`config.mk`:
```
export PLATFORM = sky130hd
export DESIGN_NAME = csvd_regs
export DESIGN_NICKNAME = d
export VERILOG_FILES = /design/src/csvd_regs.v
export VERILOG_INCLUDE_DIRS = /design/src /design/src/src
export SDC_FILE = /design/constraint.sdc
export NUM_CORES = 1
export LEC_CHECK = 0
export ABC_AREA = 1
export BUFFER_PORTS_ARGS = -buffer_cell sky130_fd_sc_hd__clkbuf_2
export CAP_MARGIN = 40
export CORE_ASPECT_RATIO = 1.25
export CORE_MARGIN = 5
export CORE_UTILIZATION = 40
export DETAILED_ROUTE_END_ITERATION = 8
export SETUP_SLACK_MARGIN = 0.5
export SLEW_MARGIN = 30
export SYNTH_ARGS = -nofsm -noshare
export SYNTH_HDL_FRONTEND = slang
export SYNTH_SLANG_ARGS = --single-unit
```
`constraint.sdc`:
```
create_clock -name clk -period 2.72 [get_ports clk]
set_input_delay 0.272 -clock clk [delete_from_list [all_inputs] [get_ports clk]]
set_output_delay 0.272 -clock clk [all_outputs]
set_load 0.005 [all_outputs]
```
`src/csvd_map.vh`:
```
`ifndef CSVD_MAP_VH
`define CSVD_MAP_VH

// ----------------------------------------------------------------
// register offsets
// ----------------------------------------------------------------
`define CSVD_OFS_STATE_SEL 8'h04
`define CSVD_OFS_CH1_VOL 8'h05
`define CSVD_OFS_CH2_VOL 8'h06
`define CSVD_OFS_CH3_VOL 8'h07
`define CSVD_OFS_CH4_VOL 8'h08
`define CSVD_OFS_DIAG_CTRL 8'h09
`define CSVD_OFS_THR_CH12 8'h0A
`define CSVD_OFS_THR_CH34 8'h0B
`define CSVD_OFS_RESULT_CH12 8'h0C
`define CSVD_OFS_STATE_RPT 8'h0F

// ----------------------------------------------------------------
// reset values
// ----------------------------------------------------------------
`define CSVD_RST_STATE_SEL 8'h55
`define CSVD_RST_VOL 8'hCF
`define CSVD_RST_DIAG_CTRL 8'h00
`define CSVD_RST_THR 8'h11
`define CSVD_RST_RESULT 16'h0000
`define CSVD_RST_STATE_RPT 8'h55

// ----------------------------------------------------------------
// diagnostic control bit positions
// ----------------------------------------------------------------
`define CSVD_BIT_CANCEL 7
`define CSVD_BIT_DBL_RAMP 6
`define CSVD_BIT_DBL_SETTLE 5
`define CSVD_BIT_LO_DETECT 1
`define CSVD_BIT_AUTO_SKIP 0
`define CSVD_DIAG_CTRL_MASK 8'hE3

// ----------------------------------------------------------------
// channel state codes and level codes
// ----------------------------------------------------------------
`define CSVD_ST_PLAY 2'h0
`define CSVD_ST_HIZ 2'h1
`define CSVD_ST_MUTE 2'h2
`define CSVD_ST_DIAG 2'h3
`define CSVD_GAIN_MUTE_BELOW 8'h07
`define CSVD_THR_MAX_CODE 4'h9

// ----------------------------------------------------------------
// timing
// ----------------------------------------------------------------
`define CSVD_CLK_MHZ 20
`define CSVD_RAMP_TIME_US 100
`define CSVD_SETTLE_TIME_US 100
// cycle counts are the times above at the clock rate, sized for the 13-bit parameters
`define CSVD_RAMP_CYCLES 13'h07D0
`define CSVD_SETTLE_CYCLES 13'h07D0

`endif

```
`src/csvd_regs.v`:
```
// Function
// [RULE1] state code 00 play, 01 high impedance, 10 mute, 11 load diagnostics
// [RULE2] state selector at 0x04, ch1 bits 7-6 down to ch4 bits 1-0, reset 0x55
// [RULE3] four 8-bit read-write volume registers at 0x05 to 0x08
// [RULE4] volume in half-dB steps, 0xCF is 0 dB, codes below 0x07 mute
// [RULE5] cancel bit 7 aborts a running diagnostic; host clears it afterwards
// [RULE6] bit 6 doubles ramp time, bit 5 doubles settle time
// [RULE7] bit 1 enables line-output detection during load diagnostics
// [RULE8] bit 0 clear runs diagnostics on leaving high impedance and after faults
// [RULE9] diagnostic control at 0x09, reset 0x00, bits 4-2 read zero
// [RULE10] threshold code n selects (n+1) times 0.5 ohm short threshold
// [RULE11] thresholds at 0x0A and 0x0B, high nibble first channel, reset 0x11
// [RULE12] first diagnostic report at 0x0C, reads 0x00 after reset
// [RULE13] report flags short-to-ground, short-to-supply, open, shorted; ch1 high nibble
// [RULE14] read-only actual state report at 0x0F, same encoding, reset 0x55
// [RULE15] threshold codes above 1001 clamp to the 5 ohm threshold
`timescale 1ns/1ps
`include "csvd_map.vh"

module csvd_regs #(
  parameter [12:0] RAMP_CYCLES = `CSVD_RAMP_CYCLES,
  parameter [12:0] SETTLE_CYCLES = `CSVD_SETTLE_CYCLES
) (
  input wire clk,
  input wire rst_n,
  input wire [7:0] reg_addr,
  input wire [7:0] reg_wdata,
  input wire reg_wr,
  input wire reg_rd,
  output reg [7:0] reg_rdata,
  output reg reg_rvalid,
  input wire [3:0] chan_fault,
  input wire [3:0] meas_s2g,
  input wire [3:0] meas_s2p,
  input wire [3:0] meas_open,
  input wire [31:0] meas_res,
  output wire [7:0] chan_state,
  output wire [3:0] chan_mute,
  output wire [3:0] diag_ramp,
  output wire [3:0] diag_settle,
  output wire [3:0] line_out_detect_en,
  output wire [15:0] diag_flags,
  output reg [7:0] ch1_volume,
  output reg [7:0] ch2_volume,
  output reg [7:0] ch3_volume,
  output reg [7:0] ch4_volume
);

  // ----------------------------------------------------------------
  // register file
  // ----------------------------------------------------------------
  reg [7:0] channel_state_select;
  reg [7:0] load_diag_control;
  reg [7:0] short_threshold_ch12;
  reg [7:0] short_threshold_ch34;
  reg [15:0] diag_result;
  wire [15:0] next_result;
  wire [15:0] result_load;
  wire [31:0] gain_all;
  wire [15:0] thr_all;
  wire diag_cancel;
  wire double_ramp_time;
  wire double_settle_time;
  wire auto_diag_skip;
  wire lo_en_cfg;

  assign diag_cancel = load_diag_control[`CSVD_BIT_CANCEL];
  assign double_ramp_time = load_diag_control[`CSVD_BIT_DBL_RAMP];
  assign double_settle_time = load_diag_control[`CSVD_BIT_DBL_SETTLE];
  assign lo_en_cfg = load_diag_control[`CSVD_BIT_LO_DETECT];
  assign auto_diag_skip = load_diag_control[`CSVD_BIT_AUTO_SKIP];
  assign gain_all = {ch1_volume, ch2_volume, ch3_volume, ch4_volume};
  assign thr_all = {short_threshold_ch12, short_threshold_ch34};
  assign diag_flags = diag_result;

  always @(posedge clk or negedge rst_n) begin
    if (!rst_n) begin
      channel_state_select <= `CSVD_RST_STATE_SEL;
      ch1_volume <= `CSVD_RST_VOL;
      ch2_volume <= `CSVD_RST_VOL;
      ch3_volume <= `CSVD_RST_VOL;
      ch4_volume <= `CSVD_RST_VOL;
      load_diag_control <= `CSVD_RST_DIAG_CTRL;
      short_threshold_ch12 <= `CSVD_RST_THR;
      short_threshold_ch34 <= `CSVD_RST_THR;
    end else if (reg_wr) begin
      case (reg_addr)
        `CSVD_OFS_STATE_SEL: channel_state_select <= reg_wdata; // see [RULE2]
        `CSVD_OFS_CH1_VOL: ch1_volume <= reg_wdata; // see [RULE3]
        `CSVD_OFS_CH2_VOL: ch2_volume <= reg_wdata; // see [RULE3]
        `CSVD_OFS_CH3_VOL: ch3_volume <= reg_wdata; // see [RULE3]
        `CSVD_OFS_CH4_VOL: ch4_volume <= reg_wdata; // see [RULE3]
        // reserved bits are never stored, so they read back as zero
        `CSVD_OFS_DIAG_CTRL: load_diag_control <= reg_wdata & `CSVD_DIAG_CTRL_MASK; // see [RULE9]
        `CSVD_OFS_THR_CH12: short_threshold_ch12 <= reg_wdata; // see [RULE11]
        `CSVD_OFS_THR_CH34: short_threshold_ch34 <= reg_wdata; // see [RULE11]
        default: begin
        end
      endcase
    end
  end

  // ----------------------------------------------------------------
  // read port
  // ----------------------------------------------------------------
  always @(posedge clk or negedge rst_n) begin
    if (!rst_n) begin
      reg_rdata <= 8'h00;
      reg_rvalid <= 1'b0;
    end else begin
      reg_rvalid <= reg_rd;
      if (reg_rd) begin
        case (reg_addr)
          `CSVD_OFS_STATE_SEL: reg_rdata <= channel_state_select;
          `CSVD_OFS_CH1_VOL: reg_rdata <= ch1_volume;
          `CSVD_OFS_CH2_VOL: reg_rdata <= ch2_volume;
          `CSVD_OFS_CH3_VOL: reg_rdata <= ch3_volume;
          `CSVD_OFS_CH4_VOL: reg_rdata <= ch4_volume;
          `CSVD_OFS_DIAG_CTRL: reg_rdata <= load_diag_control;
          `CSVD_OFS_THR_CH12: reg_rdata <= short_threshold_ch12;
          `CSVD_OFS_THR_CH34: reg_rdata <= short_threshold_ch34;
          `CSVD_OFS_RESULT_CH12: reg_rdata <= diag_result[15:8]; // see [RULE12]
          `CSVD_OFS_STATE_RPT: reg_rdata <= chan_state; // see [RULE14]
          // unmapped offsets and the reports not built here read as zero
          default: reg_rdata <= 8'h00;
        endcase
      end
    end
  end

  // ----------------------------------------------------------------
  // diagnostic results
  // ----------------------------------------------------------------
  always @(posedge clk or negedge rst_n) begin
    if (!rst_n) begin
      diag_result <= `CSVD_RST_RESULT;
    end else begin
      diag_result <= (diag_result & ~result_load) | (next_result & result_load); // see [RULE13]
    end
  end

  // ----------------------------------------------------------------
  // per-channel sequencer
  // ----------------------------------------------------------------
  localparam [3:0] S_HIZ = 4'b0001;
  localparam [3:0] S_RAMP = 4'b0010;
  localparam [3:0] S_SETTLE = 4'b0100;
  localparam [3:0] S_ACTIVE = 4'b1000;

  // doubling is a shift, so the counters carry one bit more than the parameters
  wire [13:0] ramp_len;
  wire [13:0] settle_len;
  assign ramp_len = double_ramp_time ? {RAMP_CYCLES, 1'b0} : {1'b0, RAMP_CYCLES}; // see [RULE6]
  assign settle_len = double_settle_time ? {SETTLE_CYCLES, 1'b0} :
                      {1'b0, SETTLE_CYCLES}; // see [RULE6]

  genvar i;
  generate
    for (i = 0; i < 4; i = i + 1) begin : g_ch
      reg [3:0] st;
      reg [3:0] next_st;
      reg [13:0] cnt;
      reg [13:0] next_cnt;
      reg [1:0] prev_req;
      reg held;
      reg next_held;
      reg load;
      reg [1:0] rep;
      reg mute;
      reg lo_en;
      wire [1:0] req;
      wire [7:0] gain;
      wire [3:0] thr_raw;
      wire [3:0] thr_code;
      wire [7:0] thr_half_ohm;
      wire shorted;
      wire [3:0] flags;
      wire any_fault;
      wire req_changed;

      assign req = channel_state_select[2*(3-i)+1:2*(3-i)]; // see [RULE2]
      assign gain = gain_all[8*(3-i)+7:8*(3-i)];
      assign thr_raw = thr_all[4*(3-i)+3:4*(3-i)];
      assign thr_code = (thr_raw > `CSVD_THR_MAX_CODE) ? `CSVD_THR_MAX_CODE : thr_raw; // see [RULE15]
      // measured load and threshold are both in half-ohm units
      assign thr_half_ohm = {4'h0, thr_code} + 8'h01; // see [RULE10]
      assign shorted = meas_res[8*i+7:8*i] <= thr_half_ohm;
      assign flags = {meas_s2g[3-i], meas_s2p[3-i], meas_open[3-i], shorted};
      assign any_fault = |flags;
      assign req_changed = req != prev_req;
      assign next_result[4*(3-i)+3:4*(3-i)] = flags;
      assign result_load[4*(3-i)+3:4*(3-i)] = {4{load}};
      assign chan_state[2*(3-i)+1:2*(3-i)] = rep;
      assign chan_mute[3-i] = mute;
      assign diag_ramp[3-i] = st[1];
      assign diag_settle[3-i] = st[2];
      assign line_out_detect_en[3-i] = lo_en;

      always @* begin
        next_st = st;
        next_cnt = cnt;
        next_held = held;
        load = 1'b0;
        case (st)
          S_HIZ: begin
            if (req_changed) begin
              next_held = 1'b0;
            end
            // held stops a finished or aborted diagnostic from rerunning by itself
            if (req != `CSVD_ST_HIZ && (!held || req_changed) && !diag_cancel) begin
              if (req == `CSVD_ST_DIAG || !auto_diag_skip) begin // see [RULE8]
                next_st = S_RAMP;
                next_cnt = 14'h0000;
              end else begin
                next_st = S_ACTIVE;
              end
            end
          end
          S_RAMP: begin
            if (req == `CSVD_ST_HIZ || diag_cancel) begin // see [RULE5]
              next_st = S_HIZ;
              next_held = 1'b1;
            end else if (cnt >= ramp_len - 14'h0001) begin
              next_st = S_SETTLE;
              next_cnt = 14'h0000;
            end else begin
              next_cnt = cnt + 14'h0001;
            end
          end
          S_SETTLE: begin
            if (req == `CSVD_ST_HIZ || diag_cancel) begin // see [RULE5]
              next_st = S_HIZ;
              next_held = 1'b1;
            end else if (cnt >= settle_len - 14'h0001) begin
              load = 1'b1;
              // a faulty load stays off the output until the host asks again
              if (any_fault || req == `CSVD_ST_DIAG) begin
                next_st = S_HIZ;
                next_held = 1'b1;
              end else begin
                next_st = S_ACTIVE;
              end
            end else begin
              next_cnt = cnt + 14'h0001;
            end
          end
          S_ACTIVE: begin
            if (req == `CSVD_ST_HIZ) begin
              next_st = S_HIZ;
              next_held = 1'b0;
            // a set cancel bit blocks every start, so a fault then parks the channel
            end else if (req == `CSVD_ST_DIAG && !diag_cancel) begin // see [RULE5]
              next_st = S_RAMP;
              next_cnt = 14'h0000;
            end else if (chan_fault[3-i]) begin
              next_cnt = 14'h0000;
              if (!auto_diag_skip && !diag_cancel) begin // see [RULE8]
                next_st = S_RAMP;
              end else begin
                next_st = S_HIZ;
                next_held = 1'b1;
              end
            end
          end
          default: begin
            next_st = S_HIZ;
          end
        endcase
      end

      always @(posedge clk or negedge rst_n) begin
        if (!rst_n) begin
          st <= S_HIZ;
          cnt <= 14'h0000;
          prev_req <= `CSVD_ST_HIZ;
          held <= 1'b0;
          rep <= `CSVD_ST_HIZ;
          mute <= 1'b1;
          lo_en <= 1'b0;
        end else begin
          st <= next_st;
          cnt <= next_cnt;
          prev_req <= req;
          held <= next_held;
          // report and mute follow the sequencer state one cycle later
          case (st)
            S_HIZ: rep <= `CSVD_ST_HIZ; // see [RULE1]
            S_RAMP: rep <= `CSVD_ST_DIAG; // see [RULE1]
            S_SETTLE: rep <= `CSVD_ST_DIAG; // see [RULE1]
            S_ACTIVE: rep <= req; // see [RULE14]
            default: rep <= `CSVD_ST_HIZ;
          endcase
          mute <= !(st == S_ACTIVE && req == `CSVD_ST_PLAY &&
                    gain >= `CSVD_GAIN_MUTE_BELOW); // see [RULE4]
          lo_en <= (st == S_RAMP || st == S_SETTLE) && lo_en_cfg; // see [RULE7]
        end
      end
    end
  endgenerate

endmodule

```
### Yosys cells after proc, flatten, opt, wreduce, memory -nomap -nowiden

Cells that the tools add are included.

| word-level totals | value |
|---|---|
| register bits | 186 |
| bits of input ports | 68 |
| output and inout bits | 81 |
| word-level logic and storage cells | 415 |

| operators by class | value |
|---|---|
| $add $sub $neg | 10 |
| $lt $le $gt $ge | 20 |
| equal/unequal tests | 106 |
| mux-type cells | 145 |
| bitwise logic cells | 4 |
| reduce and logical (&&, ||, !) cells | 91 |

Operators with widths:

| kind | count |
|---|---|
| $mux 14 | 36 |
| $pmux 14 s4 | 4 |
| $mux 4 | 44 |
| $ge 14x14->1 | 8 |
| $ne 3x3->1 const B | 28 |
| $pmux 8 s10 | 1 |
| $ne 2x2->1 const B | 32 |
| $pmux 4 s4 | 4 |
| $reduce_and 8->1 | 8 |
| $add 14x1->14 const B | 4 |
| $eq 8x4->1 const B | 6 |
| $mux 1 | 45 |
| $and 16x16->16 | 2 |
| $eq 8x3->1 const B | 4 |
| $ge 8x3->1 const B | 4 |
| $le 8x5->1 | 4 |
| $sub 12x1->13 const B | 2 |
| $logic_and 1x1->1 | 25 |
| $mux 12 | 2 |
| $add 4x1->5 const B | 4 |
| $logic_or 1x1->1 | 20 |
| $eq 4x1->1 const B | 4 |
| $eq 4x2->1 const B | 4 |
| $eq 4x3->1 const B | 4 |
| other kinds (19) | 77 |

### Longest topological paths before layout

Gate-level depths: netlist of the first run.

| logic depth | value |
|---|---|
| depth after elaboration | 10 |
| gate-level depth with buffers | 19 |
| mapped depth without buffers | 19 |

### Worst setup path before layout of the first run

OpenSTA, ideal clock, no wires.

| timing | value |
|---|---|
| path type | register to register |
| start | register short_threshold_ch34[5] |
| end | register g_ch[2].held |
| library setup time | 0.117 ns |
| arrival time | 2.019 ns |
| data required time | 2.603 ns |
| slack | 0.585 ns |
| stages on the path, launching flop included | 18 |
| path buffers | 0 |
| clock period less this slack | 2.135 ns |
| path through | dfrtp_1 -> o21ai_0 -> inv_1 -> nor2_1 -> inv_1 -> ha_1 -> xnor2_1 -> inv_1 -> ha_1 -> nand2_1 -> inv_1 -> nand2_1 -> nand2_1 -> nand2_1 -> nand2_1 -> nand4_1 -> nand3_1 -> nand2_1 |

| on the way | value |
|---|---|
| longest elaborated chain between the ends | 8 |

RTL lines:

| what | line | source |
|---|---|---|
| from (decl) | csvd_regs.v:55 | `reg [7:0] short_threshold_ch34;` |
| from (signal assigned) | csvd_regs.v:85 | `` short_threshold_ch34 <= `CSVD_RST_THR; `` |
| from (signal assigned) | csvd_regs.v:96 | `` `CSVD_OFS_THR_CH34: short_threshold_ch34 <= reg_wdata; `` |
| $gt 4x4->1 (no line) | -- |  |
| $mux 4 * | csvd_regs.v:184 | `` assign thr_code = (thr_raw > `CSVD_THR_MAX_CODE) ? `CSVD_THR_MAX_CODE : thr_raw; `` |
| $add 4x1->5 * | csvd_regs.v:186 | `assign thr_half_ohm = {4'h0, thr_code} + 8'h01;` |
| $le 8x5->1 * | csvd_regs.v:187 | `assign shorted = meas_res[8*i+7:8*i] <= thr_half_ohm;` |
| $reduce_or 4->1 * | csvd_regs.v:189 | `assign any_fault = \|flags;` |
| $logic_or 1x1->1 (no line) * | -- |  |
| $ne 3x3->1 (no line) * | -- |  |
| $reduce_and 8->1 (no line) * | -- |  |
| to (signal assigned) | csvd_regs.v:284 | `held <= next_held;` |
| to (decl) | csvd_regs.v:165 | `reg held;` |

Every way passes the cells marked *; elsewhere a longest branch is shown, timed or not.
A chain may end at the register's enable or synchronous reset.

### Worst setup path in the final report of the first run

| timing | value |
|---|---|
| start | register short_threshold_ch12[1] |
| end | register g_ch[1].held |

| on the way | value |
|---|---|
| longest elaborated chain between the ends | 8 |

RTL lines:

| what | line | source |
|---|---|---|
| from (decl) | csvd_regs.v:54 | `reg [7:0] short_threshold_ch12;` |
| from (signal assigned) | csvd_regs.v:84 | `` short_threshold_ch12 <= `CSVD_RST_THR; `` |
| from (signal assigned) | csvd_regs.v:95 | `` `CSVD_OFS_THR_CH12: short_threshold_ch12 <= reg_wdata; `` |
| $gt 4x4->1 (no line) | -- |  |
| $mux 4 * | csvd_regs.v:184 |  |
| $add 4x1->5 * | csvd_regs.v:186 |  |
| $le 8x5->1 * | csvd_regs.v:187 |  |
| $reduce_or 4->1 * | csvd_regs.v:189 |  |
| $logic_or 1x1->1 (no line) * | -- |  |
| $ne 3x3->1 (no line) * | -- |  |
| $reduce_and 8->1 (no line) * | -- |  |
| to (signal assigned) | csvd_regs.v:284 |  |
| to (decl) | csvd_regs.v:165 |  |

Marked as above.

==> results of run 1 <==
-- cells in the final DEF, fill, tap and decap left out, types with 20 or more instances in the layout --
cell and n:
xor2_1 20, nor2_1 181, clkbuf_2 147, inv_1 179, dfstp_2 48, nand3_1 167, nand2_1 713, dfrtp_1 138
ha_1 44, inv_2 28, buf_4 40, nand2_2 24, nand4_1 31, o21ai_0 97
-- what timing repair did --
item | CTS | global route
pin swaps | 5 | 23
endpoints found under the setup margin | 11 | 72
endpoints found under the hold margin | 38 | 0
setup buffers | 11 | 10
hold buffers | 1 | 0
resized for setup | 8 | 39
-- how the worst max path moves through the flow --
stage,slack [ps],endpoint,startpoint,depth (start not counted)
2_1_floorplan,580,g_ch[2].held,short_threshold_ch34[5],17
3_3_place_gp,420,g_ch[2].held,short_threshold_ch34[5],17
3_5_place_dp,350,g_ch[1].held,short_threshold_ch12[1],17
4_1_cts,500,g_ch[1].held,short_threshold_ch12[1],16
5_1_grt,320,g_ch[1].st[3],short_threshold_ch12[1],18
6_report,490,g_ch[1].held,short_threshold_ch12[1],16
-- state kept, by name (all words and copies together), names as in the netlist, named ones only --
| name | count |
|---|---|
| g_ch.held | 4 |
| reg_rvalid | 1 |
| ch2_volume | 8 |
| ch3_volume | 8 |
| ch1_volume | 8 |
| short_threshold_ch34 | 8 |
| g_ch.prev_req | 8 |
| load_diag_control | 5 |
| g_ch.rep | 8 |
| ch4_volume | 8 |
| channel_state_select | 8 |
| reg_rdata | 8 |
| short_threshold_ch12 | 8 |
| g_ch.st | 16 |
| g_ch.lo_en | 4 |
| g_ch.cnt | 56 |
| g_ch.mute | 4 |
-- per-layer routing --
metal  GRT usage [%]  wire, um  vias to the layer above
li1                -         -                     6305
met1            28.3     16800                     5784
met2            35.1     17700                      313
met3            3.43      1880                       61
met4            8.62      1310                        0
met5               0         0                        -
-- final cells by class --
cell class / instances / area, sq um / share of cell area [%]
sequential: 186 / 4710 / 31.7
multi-input combinational: 1446 / 7100 / 47.7
tap: 412 / 515 / 3.46
inverter: 213 / 810 / 5.44
clock buffer: 17 / 425 / 2.86
clock inverter: 15 / 173 / 1.16
timing repair buffer: 194 / 1150 / 7.73
-- cells in the mapped netlist (2+ instances only) --
| cell type | n | area (sq um) |
|---|---|---|
| o21a_1 | 3 | 22.5 |
| xnor2_1 | 16 | 140 |
| inv_2 | 16 | 60.1 |
| a22oi_1 | 2 | 15.0 |
| buf_4 | 22 | 165 |
| o211ai_1 | 2 | 15.0 |
| nand4_1 | 31 | 194 |
| clkinv_1 | 3 | 11.3 |
| o21ai_0 | 98 | 490 |
| a31oi_1 | 6 | 37.5 |
| clkbuf_1 | 12 | 45.0 |
| nand4_2 | 3 | 37.5 |
| nor2_1 | 187 | 702 |
| ha_1 | 52 | 651 |
| dfrtp_1 | 138 | 3450 |
| clkbuf_2 | 2 | 10.0 |
| xor2_1 | 20 | 175 |
| o21ai_1 | 14 | 70.1 |
| nand3_1 | 168 | 841 |
| dfstp_2 | 48 | 1260 |
| nand3b_1 | 10 | 75.1 |
| a21oi_1 | 23 | 115 |
| or2_2 | 4 | 25.0 |
| inv_1 | 192 | 721 |
| nor2_4 | 11 | 124 |
| nand3_2 | 7 | 70.1 |
| nand2_2 | 21 | 131 |
| nor2_2 | 13 | 81.3 |
| o21bai_1 | 10 | 75.1 |
| nor3_1 | 13 | 65.1 |
| buf_1 | 3 | 11.3 |
| buf_2 | 18 | 90.1 |
| nor4_1 | 4 | 25.0 |
| nand2_1 | 717 | 2690 |
| buf_6 | 4 | 45.0 |
-- kinds of logic after synthesis --
| kind of cell | synth area share, % |
|---|---|
| AOI/OAI and AO/OA | 6.84 |
| and+or+nand+nor | 39.6 |
| adders and majority gates | 5.07 |
| DFF | 36.7 |
| xor gates and xnor gates | 2.46 |
| other | 0.0292 |
| buffers and inverters | 9.30 |
-- where the power goes --
part	switching [mW]	internal (mW)	total [mW]	leakage [nW]
clock	1.27	1.32	2.59	0.297
sequential	0.251	3.04	3.29	2.32
combinational	1.97	0.933	2.90	5.08
total	3.49	5.29	8.78	7.70
-- worst max-delay path, delay by kind of cell (launching register included) --
kind / cells / cell delay, ps
adder cells (fa/ha/maj): 2 / 560
buffers and inverters: 4 / 250
AND/OR/NAND/NOR: 8 / 710
flip-flops: 1 / 410
AO/OA/AOI/OAI: 2 / 170
-- stage by stage --
step	cells	area, sq um	power, mW
2_1_floorplan	1907	12800	5.44
6_report	2483	14900	8.78
4_1_cts	2473	14700	8.79
3_5_place_dp	2429	14000	6.17
3_3_place_gp	2429	14000	6.13
5_1_grt	2483	14900	9.37
==> results.md, run 1 <==
- Die ar.: around 36,000 sq um
- Worst-skew pair later-pin latency: between 400 and 500 ps
- CP Capture Type: flip-flop
- Grt ovf: 0
- Post-DP HPWL: about 28,000 um
- Final net count: between 2,000 and 2,500
- Hold path cells: 3
- Peak supply drop: roughly 410 uV
- Largest net degree at the start of global routing: 67
- Max-cap violations: 0
- Cell Pwr Density: a little under 600 nW/um^2
- Post-layout minimum cycle time: ~2200 ps
- First-pass GRT wire length: between 60,000 and 70,000 um
- Final setup vio count: 0
- Clk pin slew, worst setup/hold paths: roughly 80 ps
- CP most frequent cell: nand2_1
- Final RePlAce weighted congestion: roughly 0.89
- CTS tree: yes
- Fillers: 3,315
- Worst Hold Class: input pin to flip-flop
- Critical R2R Launch: short_threshold_ch12[1]
- DRC violations left: 0
- Number of hold violations in the final report: 0
- Vias in the first global route: between 10,000 and 15,000
- Clock sinks: 186
- Data arrival, critical path: around 2600 ps
- Crit path kind: flip-flop to flip-flop
- Chip Width: around 170 um
- Antenna violations before repair: 0
- RSZ-0062 raised after global routing: yes
- Synthesized instance count: roughly 1,900
- Std-Cell Rows: 73
- Antenna diodes: 0
- Crit share post-route: around four fifths
- CP Data Required Time: around 3100 ps
- Vias/cell: approximately 5
- Highest achievable clock rate: around 450 MHz
- Outcome: completed
- PortBufs: 148
- Worst-path fanout max: 3
- Initial DRC Count: 865
- CP cell instances: inv_2 -> a21oi_2 -> nor2_2 -> inv_1 -> ha_2 -> inv_1 -> ha_4 -> inv_1 -> o21bai_1 -> nand2_1 -> nand2_1 -> nand2_1 -> nand2_2 -> nand4_1 -> nand3_1 -> nand2_1
- Slew Limit Headroom: between 50 and 60%
- R2R setup slack: 490 ps
- Register area share after synthesis: around 37%
- Final setup TNS: 0 ps
- Routed wire length: 37,700 um
- DR WL/cell: ~15 um
- Synth warnings: 0
- Least-Margin Pin Slew: 728 ps
- CP Launch Type: flip-flop
- First-pass detailed-route iteration total: 6
- Clock H-tree levels: 4
- Final worst slack: between 400 and 500 ps
- Clock buffer depth: 2
- Utilization after layout: ~47%
- Num CTS Buffers: 17
- IO Pins: ~150
- Remaining antenna violation count: 0
- Clk root buf: clkbuf_16
- Post-synth ARST share: 100%
- Source of the worst hold timing path: meas_s2g[0]
- Leakage: approximately 7.7 nW
- Max stage delay on crit path: 410 ps
- Dpl ws: around 350 ps
- R2R cell count: 16
- Final Slew Violations: 0
- Syn Area/Cell: a little under 7 sq um
- Synth cell types: 46
- Gr usage total: 21.4%
- CP max-delay cell: dfrtp_1
- Layout cells sized above 1: between 10% and 20%
- Via Count: 12,500
- Top FF cell, synth: dfrtp_1
- Starting Density: 40.4%
- Mapped Area: about 13,000 sq um
- Final hold slack: between 20 and 30 ps
- Post-synthesis register bit count: between 150 and 200
- Critical R2R Capture: g_ch[1].held
- Number of enable flip-flop cells after synthesis: 0
- Layout area overhead: 16.0%
- Total core area: roughly 32,000 sq um
- Die height: between 200 and 250 um
- Final Skew: between 10 and 15 ps
(Power assumes the default switching activity.)
==> inputs of run 2 (changes only) <==
- clock period: 2.72 -> 2.31 ns (I/O delays scaled with it)
==> run 2 against run 1 <==
Compared with the run above:
- global-route usage up 1.9 points
- clock skew down 4.9 ps
- setup slack worse by 350 ps
- critical path depth up 3
- hold slack worse by 20 ps
- flip-flop and latch count unchanged
- total power up 30%
- routed wire length up 12%
- count of clock-buffer cells in the layout up 3
- cell count up 3.1%
- maximum frequency up 2.6%
- critical path type unchanged
- largest cell class unchanged
- highest routed layer unchanged
==> results.md, run 2 (synthesis results as in run 1) <==
- Std-Cell Rows: 73 (unchanged)
- Clk pin slew, worst setup/hold paths: 80 ps (about the same)
- Antenna diodes: 0 (unchanged)
- Post-layout minimum cycle time: 2170 ps (was 2230 ps)
- Clock sinks: 186 (unchanged)
- Die ar.: 35,800 sq um (unchanged)
- Grt ovf: 0 (unchanged)
- R2R setup slack: 140 ps (was 490 ps)
- CP Data Required Time: 2700 ps (was 3080 ps)
- Final Slew Violations: 0 (unchanged)
- Least-Margin Pin Slew: 685 ps (was 728 ps)
- R2R cell count: 19 (was 16)
- Vias in the first global route: 12,900 (was 12,000)
- Cell Pwr Density: 674 nW/um^2 (was 590 nW/um^2)
- Critical path origin: short_threshold_ch12[2] (was short_threshold_ch12[1])
- Highest achievable clock rate: 460 MHz (was 448 MHz)
- Chip Width: 170 um (unchanged)
- Outcome: completed (unchanged)
- PortBufs: 148 (unchanged)
- Vias/cell: 5.16 (was 5.02)
- Layout cells sized above 1: 31.8% (was 18.8%)
- Routed wire length: 42,100 um (was 37,700 um)
- CP Launch Type: flip-flop (unchanged)
- Worst-skew pair later-pin latency: 460 ps (about the same)
- First-pass detailed-route iteration total: 6 (unchanged)
- DRC violations left: 0 (unchanged)
- RSZ-0062 raised after global routing: yes (unchanged)
- Clk root buf: clkbuf_16 (unchanged)
- Worst Hold Class: input pin to flip-flop (unchanged)
- Number of hold violations in the final report: 0 (unchanged)
- IO Pins: 149 (unchanged)
- Most used routing layer: met2 (unchanged)
- Post-DP HPWL: 29,400 um (was 28,400 um)
- Data arrival, critical path: 2560 ps (was 2590 ps)
- Grt met1 use: 30.1% (was 28.3%)
- Final RePlAce weighted congestion: 0.931 (was 0.893)
- Total core area: 31,800 sq um (unchanged)
- M3 GR Usage: 2.89% (was 3.43%)
- Final Skew: 8.54 ps (was 13.5 ps)
- Slew Limit Headroom: 54.4% (was 50.8%)
- Fillers: 3,046 (was 3,315)
- Crit share post-route: 94.1% (was 82.0%)
- Most common cell after layout, fill and taps aside: nand2_1 (unchanged)
- M2 GR Usage: 39.8% (was 35.1%)
- Clock H-tree levels: 4 (unchanged)
- DR WL/cell: 16.4 um (was 15.2 um)
- Max reg flops: 56 (unchanged)
- Via Count: 13,200 (was 12,500)
- Peak supply drop: 455 uV (was 408 uV)
- Worst-path fanout max: 3 (unchanged)
- Worst setup path end: g_ch[1].st[0] (was g_ch[1].held)
- Largest net degree at the start of global routing: 75 (was 67)
- Clock buffer depth: 2 (unchanged)
- CP Capture Type: flip-flop (unchanged)
- Die height: 210 um (unchanged)
- Final hold slack: 9.44 ps (was 29.7 ps)
- Utilization after layout: 53.2% (was 46.8%)
- Commonest cells after routing, fill and taps aside: nand2_1, inv_1, nor2_1, clkbuf_2, dfrtp_1 (was nand2_1, nor2_1, inv_1, nand3_1, clkbuf_2)
- Remaining antenna violation count: 0 (unchanged)
- Crit path kind: flip-flop to flip-flop (unchanged)
- Num CTS Buffers: 17 (unchanged)
- Final setup vio count: 0 (unchanged)
- CTS tree: yes (unchanged)
- Layout area overhead: 31.7% (was 16.0%)
- Max-cap violations: 0 (unchanged)
- Largest registers: g_ch.cnt: 56 flops, g_ch.st: 16 flops (unchanged)
- Initial DRC Count: 859 (was 865)
- Largest Register: g_ch.cnt (unchanged)
- Antenna violations before repair: 0 (unchanged)
- Leakage: 8.26 nW (was 7.70 nW)
- Critical R2R Launch: short_threshold_ch12[2] (was short_threshold_ch12[1])
- First-pass GRT wire length: 67,000 um (was 61,700 um)
- Gr usage total: 23.3% (was 21.4%)
- Critical R2R Capture: g_ch[1].st[0] (was g_ch[1].held)
- Starting Density: 40.4% (unchanged)
- Final net count: 2,255 (was 2,178)
run 2: cell count changes in the layout (fill, tap and decap cells not counted), sizes merged:
cell	before	now
buf	45	107
bufinv	1	0
clkbuf	165	169
clkinv	9	12
clkinvlp	0	4
dlygate4sd3	1	11
inv	218	211
nand2	739	740
nand3	175	176
run 2: power by group:
group	internal, mW	switching [mW]
Clock	1.42	1.41
Combinational	1.65	3.01
Sequential	3.59	0.313
Total	6.66	4.73
run 2: final cells by class:
class                   count  area [sq um]  share of cell area [%]
well taps                 412           515                    3.05
clock inverters            12          91.3                   0.540
multi-input cells        1448          8300                    49.1
inverters                 213           865                    5.11
flip-flops and latches    186          4720                    27.9
repair buffers            267          1940                    11.5
repair inverters            2          27.5                   0.163
clock buffers              20           447                    2.64
run 2: worst max-delay path, cell delays in order (launching register included):
cell and delay, ps:
dfrtp_1 390, inv_2 80, a21oi_2 60, nor2_1 130, inv_1 90, ha_4 270, inv_2 40, ha_4 250
inv_2 30, o21bai_1 110, nand2_1 70, nand2_1 60, nand2_1 50, nand2_2 90, buf_4 120, nand3_2 50
nand2_1 60, nand2_1 50, nand2_1 60, nand2_1 40
run 2: worst min path at each step:
| stage | from | endpoint | slack [ps] | cells past startpoint |
|---|---|---|---|---|
| final | meas_s2p[3] | flip-flop | 9 | 3 |
| after global routing | meas_s2g[1] | flip-flop | 40 | 3 |
| after CTS | meas_s2p[3] | flip-flop | 9 | 3 |
| after detailed placement | rst_n | asynchronous set/reset pin | 320 | 1 |
| after global placement | rst_n | g_ch[3].cnt[6] | 320 | 1 |
| after floorplan | rst_n | asynchronous set/reset pin | -60 | 0 |
run 2: stage by stage:
step / TNS, ps / power [mW] / cells / cell area [sq um] / worst slack [ps]
after detailed placement: 0 / 7.38 / 2443 / 14100 / 88.8
after global routing: -52.3 / 12.0 / 2560 / 16900 / -21.0
final: 0 / 11.4 / 2560 / 16900 / 136
after CTS: 0 / 11.2 / 2546 / 16100 / 186
after global placement: 0 / 7.33 / 2443 / 14100 / 140
after floorplan: 0 / 6.42 / 1907 / 12900 / 230
run 2: what timing repair did:
action | CTS | global route
setup buffers | 50 | 14
endpoints found under the setup margin | 90 | 92
pin swaps | 126 | 137
gates cloned | 10 | 0
hold endpoints to repair | 70 | 0
hold buffers | 11 | 0
gates resized for setup | 217 | 174
run 2: per-layer routing:
layer | vias up | routed length (um)
li1 | 6477 | -
met1 | 6259 | 17900
met2 | 390 | 20900
met3 | 77 | 1950
met4 | 0 | 1340
met5 | - | 0
